==> src/awd_pkg.sv <==
// Constants, register map and carrier types for the analogue window watchdog
package awd_pkg;
  localparam int CLK_MHZ         = 40;
  localparam int PROG_CYCLE_NS   = 10000;
  localparam int PROG_CYCLE_CLKS = (PROG_CYCLE_NS * CLK_MHZ) / 1000;
  localparam int TICK_W          = $clog2(PROG_CYCLE_CLKS);

  localparam int AIN_COUNT  = 8;
  localparam int AIN_W      = 10;
  localparam int AIN_FULL   = 1000;
  localparam int GAIN_SCALE = 100;
  localparam int GAIN_MAX   = 1000;
  localparam int OFFSET_MAX = 10000;
  localparam int DELTA_MAX  = 20000;
  localparam int MARGIN_MAX = 20000;
  localparam int DEC_MAX    = 3;

  localparam logic [3:0] SEL_AQ1 = 4'h8;
  localparam logic [3:0] SEL_AQ2 = 4'h9;

  localparam logic [7:0] ADDR_CTRL   = 8'h00;
  localparam logic [7:0] ADDR_GAIN   = 8'h04;
  localparam logic [7:0] ADDR_OFFSET = 8'h08;
  localparam logic [7:0] ADDR_DELTA  = 8'h0C;
  localparam logic [7:0] ADDR_UPPER  = 8'h10;
  localparam logic [7:0] ADDR_LOWER  = 8'h14;
  localparam logic [7:0] ADDR_DEC    = 8'h18;
  localparam logic [7:0] ADDR_STATUS = 8'h1C;
  localparam logic [7:0] ADDR_REF    = 8'h20;
  localparam logic [7:0] ADDR_LIVE   = 8'h24;

  localparam int CTRL_SEL_LSB  = 0;
  localparam int CTRL_DELTA    = 4;
  localparam int CTRL_UP_EXT   = 5;
  localparam int CTRL_LO_EXT   = 6;
  localparam int STAT_ARMED    = 0;
  localparam int STAT_ALARM    = 1;

  typedef logic signed [15:0]             awd_val_t;
  typedef logic [AIN_W-1:0]               awd_ain_t;
  typedef logic [AIN_COUNT-1:0][AIN_W-1:0] awd_ain_bus_t;

  typedef struct packed {
    logic [3:0] sel;
    logic       use_delta;
    logic       upper_ext;
    logic       lower_ext;
    awd_val_t   gain;
    awd_val_t   offset;
    awd_val_t   delta;
    awd_val_t   upper;
    awd_val_t   lower;
    logic [1:0] dec;
  } awd_cfg_t;

  localparam awd_cfg_t CFG_RESET = '{sel: 4'h0, use_delta: 1'b1, upper_ext: 1'b0,
                                     lower_ext: 1'b0, gain: 16'sh0064, offset: 16'sh0000,
                                     delta: 16'sh0000, upper: 16'sh0000, lower: 16'sh0000,
                                     dec: 2'h0};
endpackage : awd_pkg

==> src/awd_chan_sel.sv <==
// Source selector for the monitored analogue signal
`timescale 1ns/1ps
`default_nettype none
module awd_chan_sel
  import awd_pkg::*;
(
  input  wire awd_pkg::awd_ain_bus_t i_analog_inputs,
  input  wire awd_pkg::awd_ain_t     i_analog_output_one,
  input  wire awd_pkg::awd_ain_t     i_analog_output_two,
  input  wire logic [3:0]            i_sel,
  output var awd_pkg::awd_val_t      o_monitored_signal
);
  awd_ain_t pick;

  always_comb begin
    if (i_sel == SEL_AQ1) begin
      pick = i_analog_output_one;
    end else if (i_sel == SEL_AQ2) begin
      pick = i_analog_output_two;
    end else if (i_sel < SEL_AQ1) begin
      pick = i_analog_inputs[i_sel[2:0]];
    end else begin
      pick = '0;
    end
    // Full scale is 10 V; anything above the span is pinned to it
    if (int'(pick) > AIN_FULL) begin
      o_monitored_signal = awd_val_t'(AIN_FULL);
    end else begin
      o_monitored_signal = awd_val_t'({6'h00, pick});
    end
  end
endmodule : awd_chan_sel
`default_nettype wire

==> src/awd_scale.sv <==
// Gain and offset scaling of one internal analogue value
`timescale 1ns/1ps
`default_nettype none
module awd_scale
  import awd_pkg::*;
(
  input  wire awd_pkg::awd_val_t i_raw,
  input  wire awd_pkg::awd_val_t i_gain,
  input  wire awd_pkg::awd_val_t i_offset,
  output logic signed [31:0]     o_scaled
);
  logic signed [31:0] prod;

  // Gain is held in hundredths, so the product is divided back down
  always_comb begin
    prod     = 32'(i_raw) * 32'(i_gain);
    o_scaled = (prod / GAIN_SCALE) + 32'(i_offset);
  end
endmodule : awd_scale
`default_nettype wire

==> src/awd_watchdog.sv <==
// Analogue window watchdog with APB register access
//
// Added by the designer: the address map and register access over APB.
`timescale 1ns/1ps
`default_nettype none

// Function
// RULE1 - Rising edge of arm input stores current sample as reference, starts monitoring
// RULE2 - Monitored source selectable among eight inputs and two outputs, 0..1000
// RULE3 - Gain accepted within +-10.00, offset within +-10000
// RULE4 - Live sample and reference both scaled by gain then offset before compare
// RULE5 - Signed delta within +-20000 sets band distance around reference
// RULE6 - Upper and lower margins 0..20000 set band above and below reference
// RULE7 - Decimal places 0..3 are display only, never touch comparisons
// RULE8 - Output high while armed and scaled live value outside the band
// RULE9 - Output low when value returns inside band or arm input drops
// RULE10 - Both margins may come from another block's live value
// RULE11 - Band edges count as inside; evaluated once per program cycle
module awd_watchdog
  import awd_pkg::*;
(
  input  wire logic                  i_clk,
  input  wire logic                  i_rst,
  input  wire logic                  psel,
  input  wire logic                  penable,
  input  wire logic                  pwrite,
  input  wire logic [7:0]            paddr,
  input  wire logic [31:0]           pwdata,
  output logic [31:0]                prdata,
  output logic                       pready,
  output logic                       pslverr,
  input  wire logic                  i_arm,
  input  wire awd_pkg::awd_ain_bus_t i_analog_inputs,
  input  wire awd_pkg::awd_ain_t     i_analog_output_one,
  input  wire awd_pkg::awd_ain_t     i_analog_output_two,
  input  wire awd_pkg::awd_val_t     i_upper_ext,
  input  wire awd_pkg::awd_val_t     i_lower_ext,
  output logic                       o_alarm,
  output logic                       o_armed,
  output logic                       o_cycle
);
  import awd_pkg::*;

  awd_cfg_t           cfg;
  awd_val_t           ref_raw;
  awd_val_t           live_raw;
  logic signed [31:0] live_scaled;
  logic signed [31:0] ref_scaled;
  logic signed [31:0] ref_now;
  logic signed [31:0] upper_margin;
  logic signed [31:0] lower_margin;
  logic signed [31:0] band_hi;
  logic signed [31:0] band_lo;
  logic signed [31:0] live_hold;
  logic signed [31:0] ref_hold;
  logic [TICK_W-1:0]  tick_cnt;
  logic               tick;
  logic               arm_prev;
  logic               arm_rise;
  logic               outside;
  logic               access;
  logic               wr_en;
  logic [31:0]        next_prdata;
  logic               next_err;

  // Clamp a signed word into a documented parameter range
  function automatic awd_val_t sat(input logic signed [31:0] v,
                                   input int lo,
                                   input int hi);
    if (v > hi) begin
      sat = awd_val_t'(hi);
    end else if (v < lo) begin
      sat = awd_val_t'(lo);
    end else begin
      sat = awd_val_t'(v);
    end
  endfunction : sat

  // Sign extension of a scaled value for register read back
  function automatic logic [31:0] word(input logic signed [31:0] v);
    word = 32'(v);
  endfunction : word

  // Absolute value, used where a signed delta gives a symmetric band
  function automatic logic signed [31:0] mag(input logic signed [31:0] v);
    mag = (v < 0) ? -v : v;
  endfunction : mag

  // External margins are saturated, since another block may deliver any value
  function automatic logic signed [31:0] margin(input logic     ext_en,
                                                input awd_val_t ext_val,
                                                input awd_val_t own_val);
    if (ext_en) begin
      margin = 32'(sat(32'(ext_val), 0, MARGIN_MAX));
    end else begin
      margin = 32'(own_val);
    end
  endfunction : margin

  // Status and snapshot words sit at the top of the map and are read only
  function automatic logic read_only(input logic [7:0] a);
    read_only = (a >= ADDR_STATUS);
  endfunction : read_only

  // Source pick, pinned to full scale
  awd_chan_sel u_sel (
    .i_analog_inputs     (i_analog_inputs),
    .i_analog_output_one (i_analog_output_one),
    .i_analog_output_two (i_analog_output_two),
    .i_sel               (cfg.sel),
    .o_monitored_signal  (live_raw)
  ); // RULE2

  awd_scale u_live_scale (
    .i_raw    (live_raw),
    .i_gain   (cfg.gain),
    .i_offset (cfg.offset),
    .o_scaled (live_scaled)
  ); // RULE4

  awd_scale u_ref_scale (
    .i_raw    (ref_raw),
    .i_gain   (cfg.gain),
    .i_offset (cfg.offset),
    .o_scaled (ref_scaled)
  ); // RULE4

  // Program cycle divider
  // Inputs are looked at only on its tick, as in a relay scan; a dropped arm input acts at once
  always_ff @(posedge i_clk) begin
    if (i_rst) begin
      tick_cnt <= '0;
    end else if (tick) begin
      tick_cnt <= '0;
    end else begin
      tick_cnt <= tick_cnt + 1'b1;
    end
  end

  assign tick = (tick_cnt == TICK_W'(PROG_CYCLE_CLKS - 1));

  always_ff @(posedge i_clk) begin
    if (i_rst) begin
      o_cycle <= 1'b0;
    end else begin
      o_cycle <= tick;
    end
  end

  // A rising arm input is only looked at on program cycle boundaries
  // A pulse that spans no tick is therefore missed
  always_ff @(posedge i_clk) begin
    if (i_rst) begin
      arm_prev <= 1'b0;
    end else if (tick) begin
      arm_prev <= i_arm;
    end
  end

  assign arm_rise = tick && i_arm && !arm_prev; // RULE1

  // Reference kept raw, so a later gain or offset change rescales it too
  always_ff @(posedge i_clk) begin
    if (i_rst) begin
      ref_raw <= '0;
    end else if (arm_rise) begin
      ref_raw <= live_raw; // RULE1
    end
  end

  always_ff @(posedge i_clk) begin
    if (i_rst) begin
      o_armed <= 1'b0;
    end else if (!i_arm) begin
      o_armed <= 1'b0;
    end else if (arm_rise) begin
      o_armed <= 1'b1; // RULE1
    end
  end

  // On the edge cycle the freshly stored sample is the reference
  assign ref_now = arm_rise ? live_scaled : ref_scaled;

  // Margins from another block are used as delivered, limited to range
  always_comb begin
    if (cfg.use_delta) begin
      upper_margin = mag(32'(cfg.delta)); // RULE5
      lower_margin = mag(32'(cfg.delta)); // RULE5
    end else begin
      upper_margin = margin(cfg.upper_ext, i_upper_ext, cfg.upper); // RULE10 RULE6
      lower_margin = margin(cfg.lower_ext, i_lower_ext, cfg.lower); // RULE10 RULE6
    end
    band_hi = ref_now + upper_margin;
    band_lo = ref_now - lower_margin;
  end

  // Equality with an edge is still inside
  assign outside = (live_scaled > band_hi) || (live_scaled < band_lo); // RULE11

  // Alarm holds between ticks; only a dropped arm input cuts it short
  always_ff @(posedge i_clk) begin
    if (i_rst) begin
      o_alarm <= 1'b0;
    end else if (!i_arm) begin
      o_alarm <= 1'b0; // RULE9
    end else if (tick) begin
      o_alarm <= outside && (o_armed || arm_rise); // RULE8 RULE9 RULE11
    end
  end

  // Values snapshotted per cycle so software sees what was compared
  always_ff @(posedge i_clk) begin
    if (i_rst) begin
      live_hold <= '0;
    end else if (tick) begin
      live_hold <= live_scaled;
    end
  end

  always_ff @(posedge i_clk) begin
    if (i_rst) begin
      ref_hold <= '0;
    end else if (tick) begin
      ref_hold <= ref_now;
    end
  end

  // APB: one wait state so read data leaves a flip-flop
  // The !pready term stops one request from being answered twice
  assign access = psel && penable && !pready;
  // A write lands at the edge where the master sees pready high
  assign wr_en  = psel && penable && pready && pwrite;

  // pready is a one-cycle pulse, one clock after the access is taken
  always_ff @(posedge i_clk) begin
    if (i_rst) begin
      pready <= 1'b0;
    end else begin
      pready <= access;
    end
  end

  always_ff @(posedge i_clk) begin
    if (i_rst) begin
      cfg <= CFG_RESET;
    end else if (wr_en && !read_only(paddr)) begin
      // Out-of-range values are saturated rather than refused
      unique case (paddr)
        ADDR_CTRL: begin
          cfg.sel       <= pwdata[CTRL_SEL_LSB +: 4]; // RULE2
          cfg.use_delta <= pwdata[CTRL_DELTA];
          cfg.upper_ext <= pwdata[CTRL_UP_EXT]; // RULE10
          cfg.lower_ext <= pwdata[CTRL_LO_EXT]; // RULE10
        end
        ADDR_GAIN: begin
          cfg.gain <= sat(pwdata, -GAIN_MAX, GAIN_MAX); // RULE3
        end
        ADDR_OFFSET: begin
          cfg.offset <= sat(pwdata, -OFFSET_MAX, OFFSET_MAX); // RULE3
        end
        ADDR_DELTA: begin
          cfg.delta <= sat(pwdata, -DELTA_MAX, DELTA_MAX); // RULE5
        end
        ADDR_UPPER: begin
          cfg.upper <= sat(pwdata, 0, MARGIN_MAX); // RULE6
        end
        ADDR_LOWER: begin
          cfg.lower <= sat(pwdata, 0, MARGIN_MAX); // RULE6
        end
        ADDR_DEC: begin
          // Display only; nothing in the comparison reads it
          cfg.dec <= 2'(sat(pwdata, 0, DEC_MAX)); // RULE7
        end
        default: begin
        end
      endcase
    end
  end

  // Unmapped addresses read zero and raise the error flag
  always_comb begin
    next_prdata = '0;
    next_err    = 1'b0;
    unique case (paddr)
      ADDR_CTRL: begin
        next_prdata[CTRL_SEL_LSB +: 4] = cfg.sel;
        next_prdata[CTRL_DELTA]        = cfg.use_delta;
        next_prdata[CTRL_UP_EXT]       = cfg.upper_ext;
        next_prdata[CTRL_LO_EXT]       = cfg.lower_ext;
      end
      ADDR_GAIN: begin
        next_prdata = word(32'(cfg.gain));
      end
      ADDR_OFFSET: begin
        next_prdata = word(32'(cfg.offset));
      end
      ADDR_DELTA: begin
        next_prdata = word(32'(cfg.delta));
      end
      ADDR_UPPER: begin
        next_prdata = word(32'(cfg.upper));
      end
      ADDR_LOWER: begin
        next_prdata = word(32'(cfg.lower));
      end
      ADDR_DEC: begin
        next_prdata[1:0] = cfg.dec;
      end
      ADDR_STATUS: begin
        next_prdata[STAT_ARMED] = o_armed;
        next_prdata[STAT_ALARM] = o_alarm;
      end
      ADDR_REF: begin
        next_prdata = word(ref_hold);
      end
      ADDR_LIVE: begin
        next_prdata = word(live_hold);
      end
      default: begin
        next_err = 1'b1;
      end
    endcase
  end

  // Read data holds until the next access, so a slow master still sees it
  always_ff @(posedge i_clk) begin
    if (i_rst) begin
      prdata <= '0;
    end else if (access) begin
      prdata <= pwrite ? 32'h0000_0000 : next_prdata;
    end
  end

  // Error flag stands only beside pready
  always_ff @(posedge i_clk) begin
    if (i_rst) begin
      pslverr <= 1'b0;
    end else if (access) begin
      pslverr <= next_err || (pwrite && read_only(paddr));
    end else begin
      pslverr <= 1'b0;
    end
  end
endmodule : awd_watchdog
`default_nettype wire

==> config.mk <==
export PLATFORM = sky130hd
export DESIGN_NAME = awd_watchdog
export DESIGN_NICKNAME = d
export VERILOG_FILES = /design/src/awd_pkg.sv /design/src/awd_chan_sel.sv /design/src/awd_scale.sv /design/src/awd_watchdog.sv
export SDC_FILE = /design/constraint.sdc
export NUM_CORES = 2
export LEC_CHECK = 0
export BUFFER_PORTS_ARGS = -buffer_cell sky130_fd_sc_hd__buf_4
export CORE_ASPECT_RATIO = 1.5
export CORE_UTILIZATION = 25
export CTS_BUF_LIST = sky130_fd_sc_hd__clkbuf_2
export CTS_CLUSTER_SIZE = 10
export DETAILED_ROUTE_END_ITERATION = 8
export PLACE_DENSITY = 0.41
export SETUP_SLACK_MARGIN = 0.05
export SLEW_MARGIN = 5
export SYNTH_ARGS = -nofsm -noshare
export SYNTH_HDL_FRONTEND = slang
export SYNTH_SLANG_ARGS = --single-unit
==> constraint.sdc <==
create_clock -name i_clk -period 53.6 [get_ports i_clk]
set_input_delay 5.36 -clock i_clk [delete_from_list [all_inputs] [get_ports i_clk]]
set_output_delay 5.36 -clock i_clk [all_outputs]
set_load 0.02 [all_outputs]
# --- After elaboration in Yosys (flattened, before gate mapping) ---
# Cells that the tools add are included.
word_totals:
  reg_bits: 210
  latchBits: 0
  mem_bits_rw: 0
  romBits: 0
  input_bits: 178
  out_inout_bits: 37
  elab_cells: 121
  memories: 0
classes:
  addsub: 6
  mul: 2
  div_mod_pow: 2
  magnitude_cmp: 19
  eq_ne: 12
  shifts: 0
  n_mux: 30
  n_bitwise: 2
  reduce_logical: 27
op_table:
  columns: ["op", "n"]
  rows:
  - ["32-bit 2-to-1 mux", 7]
  - ["16-bit 2-to-1 mux", 12]
  - ["25-bit one-hot mux with 7 select lines", 1]
  - ["32-bit by 16-bit adder with 32-bit output", 2]
  - ["32-bit by 8-bit divider with 32-bit output (second input constant)", 2]
  - ["11-bit by 16-bit multiplier with 27-bit output", 2]
  - ["10-bit 2-to-1 mux", 5]
  - ["16-bit by 1-bit less-than comparator with 1-bit output (second input constant)", 3]
  - ["5-bit one-hot mux with 8 select lines", 1]
  - ["32-bit adder", 1]
  - ["8-bit by 5-bit equality test with 1-bit output (second input constant)", 4]
  - ["16-bit > comparator (second input constant)", 2]
  - ["32-bit by 11-bit > comparator with 1-bit output (second input constant)", 1]
  - ["32-bit by 15-bit > comparator with 1-bit output (second input constant)", 1]
  - ["32-bit by 16-bit > comparator with 1-bit output (second input constant)", 1]
  - ["32-bit by 3-bit > comparator with 1-bit output (second input constant)", 1]
  - ["32-bit > comparator", 1]
  - ["32-bit by 1-bit less-than comparator with 1-bit output (second input constant)", 1]
  - ["32-bit by 11-bit less-than comparator with 1-bit output (second input constant)", 1]
  - ["32-bit by 15-bit less-than comparator with 1-bit output (second input constant)", 1]
  - ["32-bit by 16-bit less-than comparator with 1-bit output (second input constant)", 1]
  - ["32-bit less-than comparator", 1]
  - ["16-bit negator with 32-bit output", 1]
  - ["32-bit subtractor", 1]
  - ["other kinds (22)", 46]

# --- Logic depth before layout (Yosys ltp) ---
logic_depth:
  depth_word: 15
  depth_mapped: 140

# --- By module ---
# From an unflattened synthesis, not the netlist that was laid out.
hier_totals:
  cells_unflattened: 6999
  area_unflattened_um2: 54120.7
by_module_without_submodules:
  columns: ["module", "n_inst", "cells_per_inst", "area_each_um2"]
  rows:
  - ["awd_scale at u_ref_scale", 1, 2496, 19367.3]
  - ["awd_scale at u_live_scale", 1, 2426, 18979.5]
  - ["awd_watchdog", 1, 1960, 14691.6]
  - ["awd_chan_sel", 1, 117, 1082.3]

# --- Least setup slack after synthesis ---
# OpenSTA, ideal clock, no wires.
synth_timing:
  path_type: "in2reg"
  start: "input i_analog_inputs[55] (netlist name)"
  end: "register o_alarm"
  setup_time_ns: 0.080
  arrival_ns: 32.352
  required_time_ns: 53.520
  path_slack_ns: 21.168
  path_stages: 126
  path_cell_list: "mux2i_1 -> a221o_1 -> a211oi_1 -> and3_1 -> nand2_1 -> o21ai_1 -> clkbuf_1 -> nand2_1 -> fa_1 -> fa_1 -> fa_1 -> inv_1 -> fa_1 -> inv_1 -> fa_1 -> inv_1 -> ha_1 -> a21oi_1 -> [... 90 more ...] -> o21ai_0 -> a21oi_1 -> o21bai_1 -> a21oi_1 -> o21bai_1 -> a21oi_1 -> xor2_1 -> xnor2_1 -> ha_1 -> nand4_1 -> nor4_1 -> a211oi_1 -> and4b_1 -> a311oi_1 -> a221oi_1 -> nor3_1 -> a21oi_1 -> nor3b_1"
synth_between:
  elab_chain_cells: 15
synth_lines:
  columns: ["item", "line_no", "rtl"]
  rows:
  - ["start, declared", "awd_watchdog.sv:33", "input wire awd_pkg::awd_ain_bus_t i_analog_inputs,"]
  - ["10-bit binary-select mux with 3-bit select *", "awd_chan_sel.sv:21", "pick = i_analog_inputs[i_sel[2:0]];"]
  - ["10-bit 2-to-1 mux (implied by the code) *", "awd_chan_sel.sv:21", null]
  - ["10-bit 2-to-1 mux *", "awd_chan_sel.sv:20", "end else if (i_sel < SEL_AQ1) begin"]
  - ["10-bit 2-to-1 mux *", "awd_chan_sel.sv:18", "end else if (i_sel == SEL_AQ2) begin"]
  - ["10-bit 2-to-1 mux *", "awd_chan_sel.sv:16", "if (i_sel == SEL_AQ1) begin"]
  - ["10-bit > comparator", "awd_chan_sel.sv:26", "if (int'(pick) > AIN_FULL) begin"]
  - ["10-bit 2-to-1 mux *", "awd_chan_sel.sv:26", null]
  - ["11-bit by 16-bit multiplier with 27-bit output *", "awd_scale.sv:16", "prod = 32'(i_raw) * 32'(i_gain);"]
  - ["32-bit by 8-bit divider with 32-bit output *", "awd_scale.sv:17", "o_scaled = (prod / GAIN_SCALE) + 32'(i_offset);"]
  - ["32-bit by 16-bit adder with 32-bit output *", "awd_scale.sv:17", null]
  - ["32-bit 2-to-1 mux *", "awd_watchdog.sv:182", "assign ref_now = arm_rise ? live_scaled : ref_scaled;"]
  - ["net ref_now[1]", "awd_watchdog.sv:49", "logic signed [31:0] ref_now;"]
  - ["32-bit adder / 32-bit subtractor (equally long branches)", "awd_watchdog.sv:193, awd_watchdog.sv:194", null]
  - ["32-bit > comparator / 32-bit less-than comparator (equally long branches)", "awd_watchdog.sv:198", "assign outside = (live_scaled > band_hi) || (live_scaled < band_lo);"]
  - ["1-bit logical OR *", "awd_watchdog.sv:198", null]
  - ["1-bit logical AND *", "awd_watchdog.sv:207", "o_alarm <= outside && (o_armed || arm_rise);"]
  - ["end signal, assigned", "awd_watchdog.sv:207", null]
  - ["end, declared", "awd_watchdog.sv:38", "output logic o_alarm,"]
# Mark *: on every way through the listed nets, which the timed path passes. The rest lies on a longest branch. The select of a mux whose other input is x is not followed.
# A chain may end at the register's enable or synchronous reset.

# --- Worst setup path in the final report ---
layout_timing:
  start: "input i_analog_inputs[73] (netlist name)"
  end: "register o_alarm"
layout_between:
  elab_chain_cells: 15
layout_lines:
  columns: ["item", "line_no", "rtl"]
  rows:
  - ["10-bit binary-select mux with 3-bit select *", "awd_chan_sel.sv:21", null]
  - ["10-bit 2-to-1 mux (implied by the code) *", "awd_chan_sel.sv:21", null]
  - ["10-bit 2-to-1 mux *", "awd_chan_sel.sv:20", null]
  - ["10-bit 2-to-1 mux *", "awd_chan_sel.sv:18", null]
  - ["10-bit 2-to-1 mux *", "awd_chan_sel.sv:16", null]
  - ["10-bit > comparator", "awd_chan_sel.sv:26", null]
  - ["10-bit 2-to-1 mux *", "awd_chan_sel.sv:26", null]
  - ["11-bit by 16-bit multiplier with 27-bit output *", "awd_scale.sv:16", null]
  - ["32-bit by 8-bit divider with 32-bit output *", "awd_scale.sv:17", null]
  - ["32-bit by 16-bit adder with 32-bit output *", "awd_scale.sv:17", null]
  - ["net live_scaled[10]", "awd_watchdog.sv:47", "logic signed [31:0] live_scaled;"]
  - ["32-bit 2-to-1 mux *", "awd_watchdog.sv:182", null]
  - ["net ref_now[10]", "awd_watchdog.sv:49", null]
  - ["32-bit adder / 32-bit subtractor (equally long branches)", "awd_watchdog.sv:193, awd_watchdog.sv:194", null]
  - ["32-bit > comparator / 32-bit less-than comparator (equally long branches)", "awd_watchdog.sv:198", null]
  - ["1-bit logical OR *", "awd_watchdog.sv:198", null]
  - ["1-bit logical AND *", "awd_watchdog.sv:207", null]
# Marks and branches as above.

==> run_results.csv <==
group,metric,value,unit
route,drt_iter0_markers,2446,
final_layout,drive_gt1_share,10.07,%
route,drt-vias-per-instance,5.273,
clock_network,htreeDepth,2,
floorplanning,start_util,25.22,%
sta,fin_setup_tns,0,ns
synth,ys_seq_area_share,10.04,%
synth,avgSynthCellArea,7.539,um^2
route,routed_wl,169300,um
clock_network,root_buffer,"clkbuf_2",
clock_network,cts_tree,"yes",
global_routing,grt-ovfl-total,0,
route,antenna_left,0,
critical_path,cpMaxStageDelayCell,"xnor2_1",
critical_path,slowest_delay,0.71,ns
critical_path,cp-startpoint,"i_analog_inputs[73]",
synth,synthTopCellsByArea,"fa_1 (14%), dfxtp_1 (10%), ha_1 (9.4%), a21oi_1 (6.0%), nand2_1 (5.1%)",
final_layout,final_core_utilization,27.84,%
clock_network,numCtsBuffers,56,
synth,post-synth-top-area-fraction,14.06,%
floorplanning,rows,183,
synth,synth_seq_cells,210,
sta,setup_viol,0,
synth,syn_area,41860,um^2
clock_network,post_cts_resize_count,0,
clock_network,clkSinkCount,210,
synth,async_flop_share,0,%
route,vias,41660,
route,routedWlPerCell,21.43,um
synth,synth_cell_types,145,
synth,yosys_most_used_dff,"dfxtp_1",
job,maxCapViolations,0,
pwr,ir_drop,0.3197,mV
place,gp_congestion,0.9612,
place,dp_hpwl,138200,um
final_layout,n_fill_cell,18290,
sta,period_share,68.63,%
global_routing,antenna_found_initial,8,
run_status,outcome,"complete, no violations",
hold_path,hold_path_class,"reg -> reg",
place,dpl_cell_area,45730,um^2
clock_network,cts_hold_buf,0,
clock_network,cts_setup_buffers,0,
floorplanning,ios,215,
critical_path,critPathLaunchType,"primary input",
synth,synth_nets,6339,
place,pre_cts_ws,15.90,ns
sta,fmax,27.19,MHz
sta,max_slew_margin,25.59,%
critical_path,crit_type,"in -> reg",
critical_path,cp.required,54.58,ns
synth,yosys.area.top_type,"fa_1",
clock_network,insertion_delay,1.15,ns
critical_path,worstSetupEndpointType,"flop",
final_layout,synthToLayoutAreaGrowth,10.42,%
sta,finClkSkew,0.1258,ns
final_layout,design_area,46220,um^2
critical_path,worstPathMaxFanout,17,
floorplanning,die_area,169100,um^2
global_routing,grt_max_degree,70,
sta,worst_pin_slew,1.106,ns
sta,period_minus_slack,36.78,ns
floorplanning,core-area,166000,um^2
global_routing,grt.total_usage,19.72,%
global_routing,grt_pass1_wl,258500,um
hold_path,hold_start,"tick_cnt[0]",
synth,synth-edff-count,0,
route,drt_first_pass_iters,6,
pwr,leakagePower,19.35,nW
clock_network,cts_buffer_depth,3,
clock_network,path_clk_slew,0.11,ns
final_layout,register_area,4207,um^2
sta,hold_viol,0,
synth,synthCells,5552,
floorplanning,die_h,503.2,um
sta,setup_ws,16.82,ns
sta,slew_violations,0,
sta,rsz0062_at_grt,"no",
place,port_buffers,214,
critical_path,r2r-start,"cfg[88]",
floorplanning,die_w,336.1,um
pwr,power.density,65.86,nW/um^2
critical_path,critPathMostFrequentCell,"a21oi_1",
route,route.detailed.drc,0,
global_routing,grt_pass1_vias,42110,
final_layout,nets,6430,
synth,yosys_warnings,0,
critical_path,cp_data_arrival_time,37.77,ns
final_layout,multi_input_area,34440,um^2
-- worst max-delay path: cells and delay by family --
kind                       cells  cell delay, ns
muxes                          2            0.88
and+or+nand+nor               24            5.65
buffers and inverters          8            0.76
xor gates and xnor gates       7            2.54
AOI/OAI and AO/OA             69           17.95
adders and majority gates     11            4.57
-- stage by stage --
step                power [mW]  hold WS (ns)  instances
floorplan                2.205        0.4176       5552
finish                   3.044        0.4584       7901
global route             3.335        0.4836       7900
global placement         2.898        0.4366       7805
detailed placement       2.893        0.4406       7805
CTS                      3.032        0.4614       7899
-- cell usage in the layout (no fill, tap or decap), types with 86 or more instances in the layout --
cell,netlist,final
a21oi_1,501,501
and2_1,241,241
buf_4,12,296
dfxtp_1,210,208
fa_1,294,294
ha_1,315,315
inv_1,550,550
nand2_1,568,568
nand3_1,127,126
nor2_1,410,407
nor3_1,125,125
o21ai_0,202,202
xnor2_1,221,220
xor2_1,87,86
-- cell families after synthesis --
group / synth area share (%)
buffers and inverters: 7.805
and+or+nand+nor: 22.14
muxes: 3.046
xor gates and xnor gates: 6.758
adders and majority gates: 23.75
AOI/OAI and AO/OA: 26.46
DFF: 10.04
-- worst paths after layout --
kind	endpoint	slack, ns	cells past startpoint
worst max-delay path	o_alarm	16.82	121
worst min register to register	tick_cnt[0]	0.46	1
worst max register to register	o_alarm	19.76	119
worst min-delay path	tick_cnt[0]	0.46	1
-- where the power goes --
group	internal, mW	leakage, nW	total (mW)	switching, mW
clock network	0.0426	0.382	0.121	0.0789
logic	1.01	17.3	2.77	1.76
registers	0.156	1.69	0.156	0.000162
-- final cells by class --
type	count	area share, %
Antenna cell	2	0.01083
Clock buffer	84	0.9096
Clock inverter	10	0.1381
Inverter	553	4.491
Multi-Input combinational cell	4525	74.51
Sequential cell	210	9.101
Tap cell	2220	6.010
Timing Repair Buffer	297	4.832
-- registers in the layout, indices dropped and copies added, names as in the netlist, 9 cells and up --
name / count
ref_raw: 10
prdata: 32
cfg: 89
tick_cnt: 9
ref_hold: 32
live_hold: 32
-- synthesized netlist by cell type (all sizes together) (15+ instances only) --
cell / number
nand2: 570
inv: 550
a21oi: 506
nor2: 411
ha: 315
fa: 294
and2: 244
o21ai: 241
xnor2: 227
dfxtp: 210
clkbuf: 199
nor3: 128
nand3: 127
xor2: 87
a21o: 83
a211oi: 79
nand2b: 74
a31oi: 72
o21bai: 68
mux2i: 64
o211ai: 58
and3: 57
buf: 57
a22oi: 56
a221oi: 54
nand4: 53
nor2b: 41
nor4: 38
o21a: 33
or3: 30
or2: 28
o31ai: 26
a2111oi: 25
o22ai: 24
a211o: 22
o211a: 20
mux2: 18
mux4: 18
a311oi: 15
a41oi: 15
o2111ai: 15
or4: 15
-- per-layer routing --
layer | share of wire [%] | vias up | track usage (%) | wire length, um
met2 | 53 | 1007 | 37.52 | 89040
met1 | 40 | 20560 | 22.61 | 67340
li1 | - | 19860 | - | -
met3 | 3.7 | 233 | 1.602 | 6243
met5 | 0.014 | - | 0 | 23
met4 | 3.9 | 4 | 7.190 | 6687
Power figures use the tool's default switching activity.
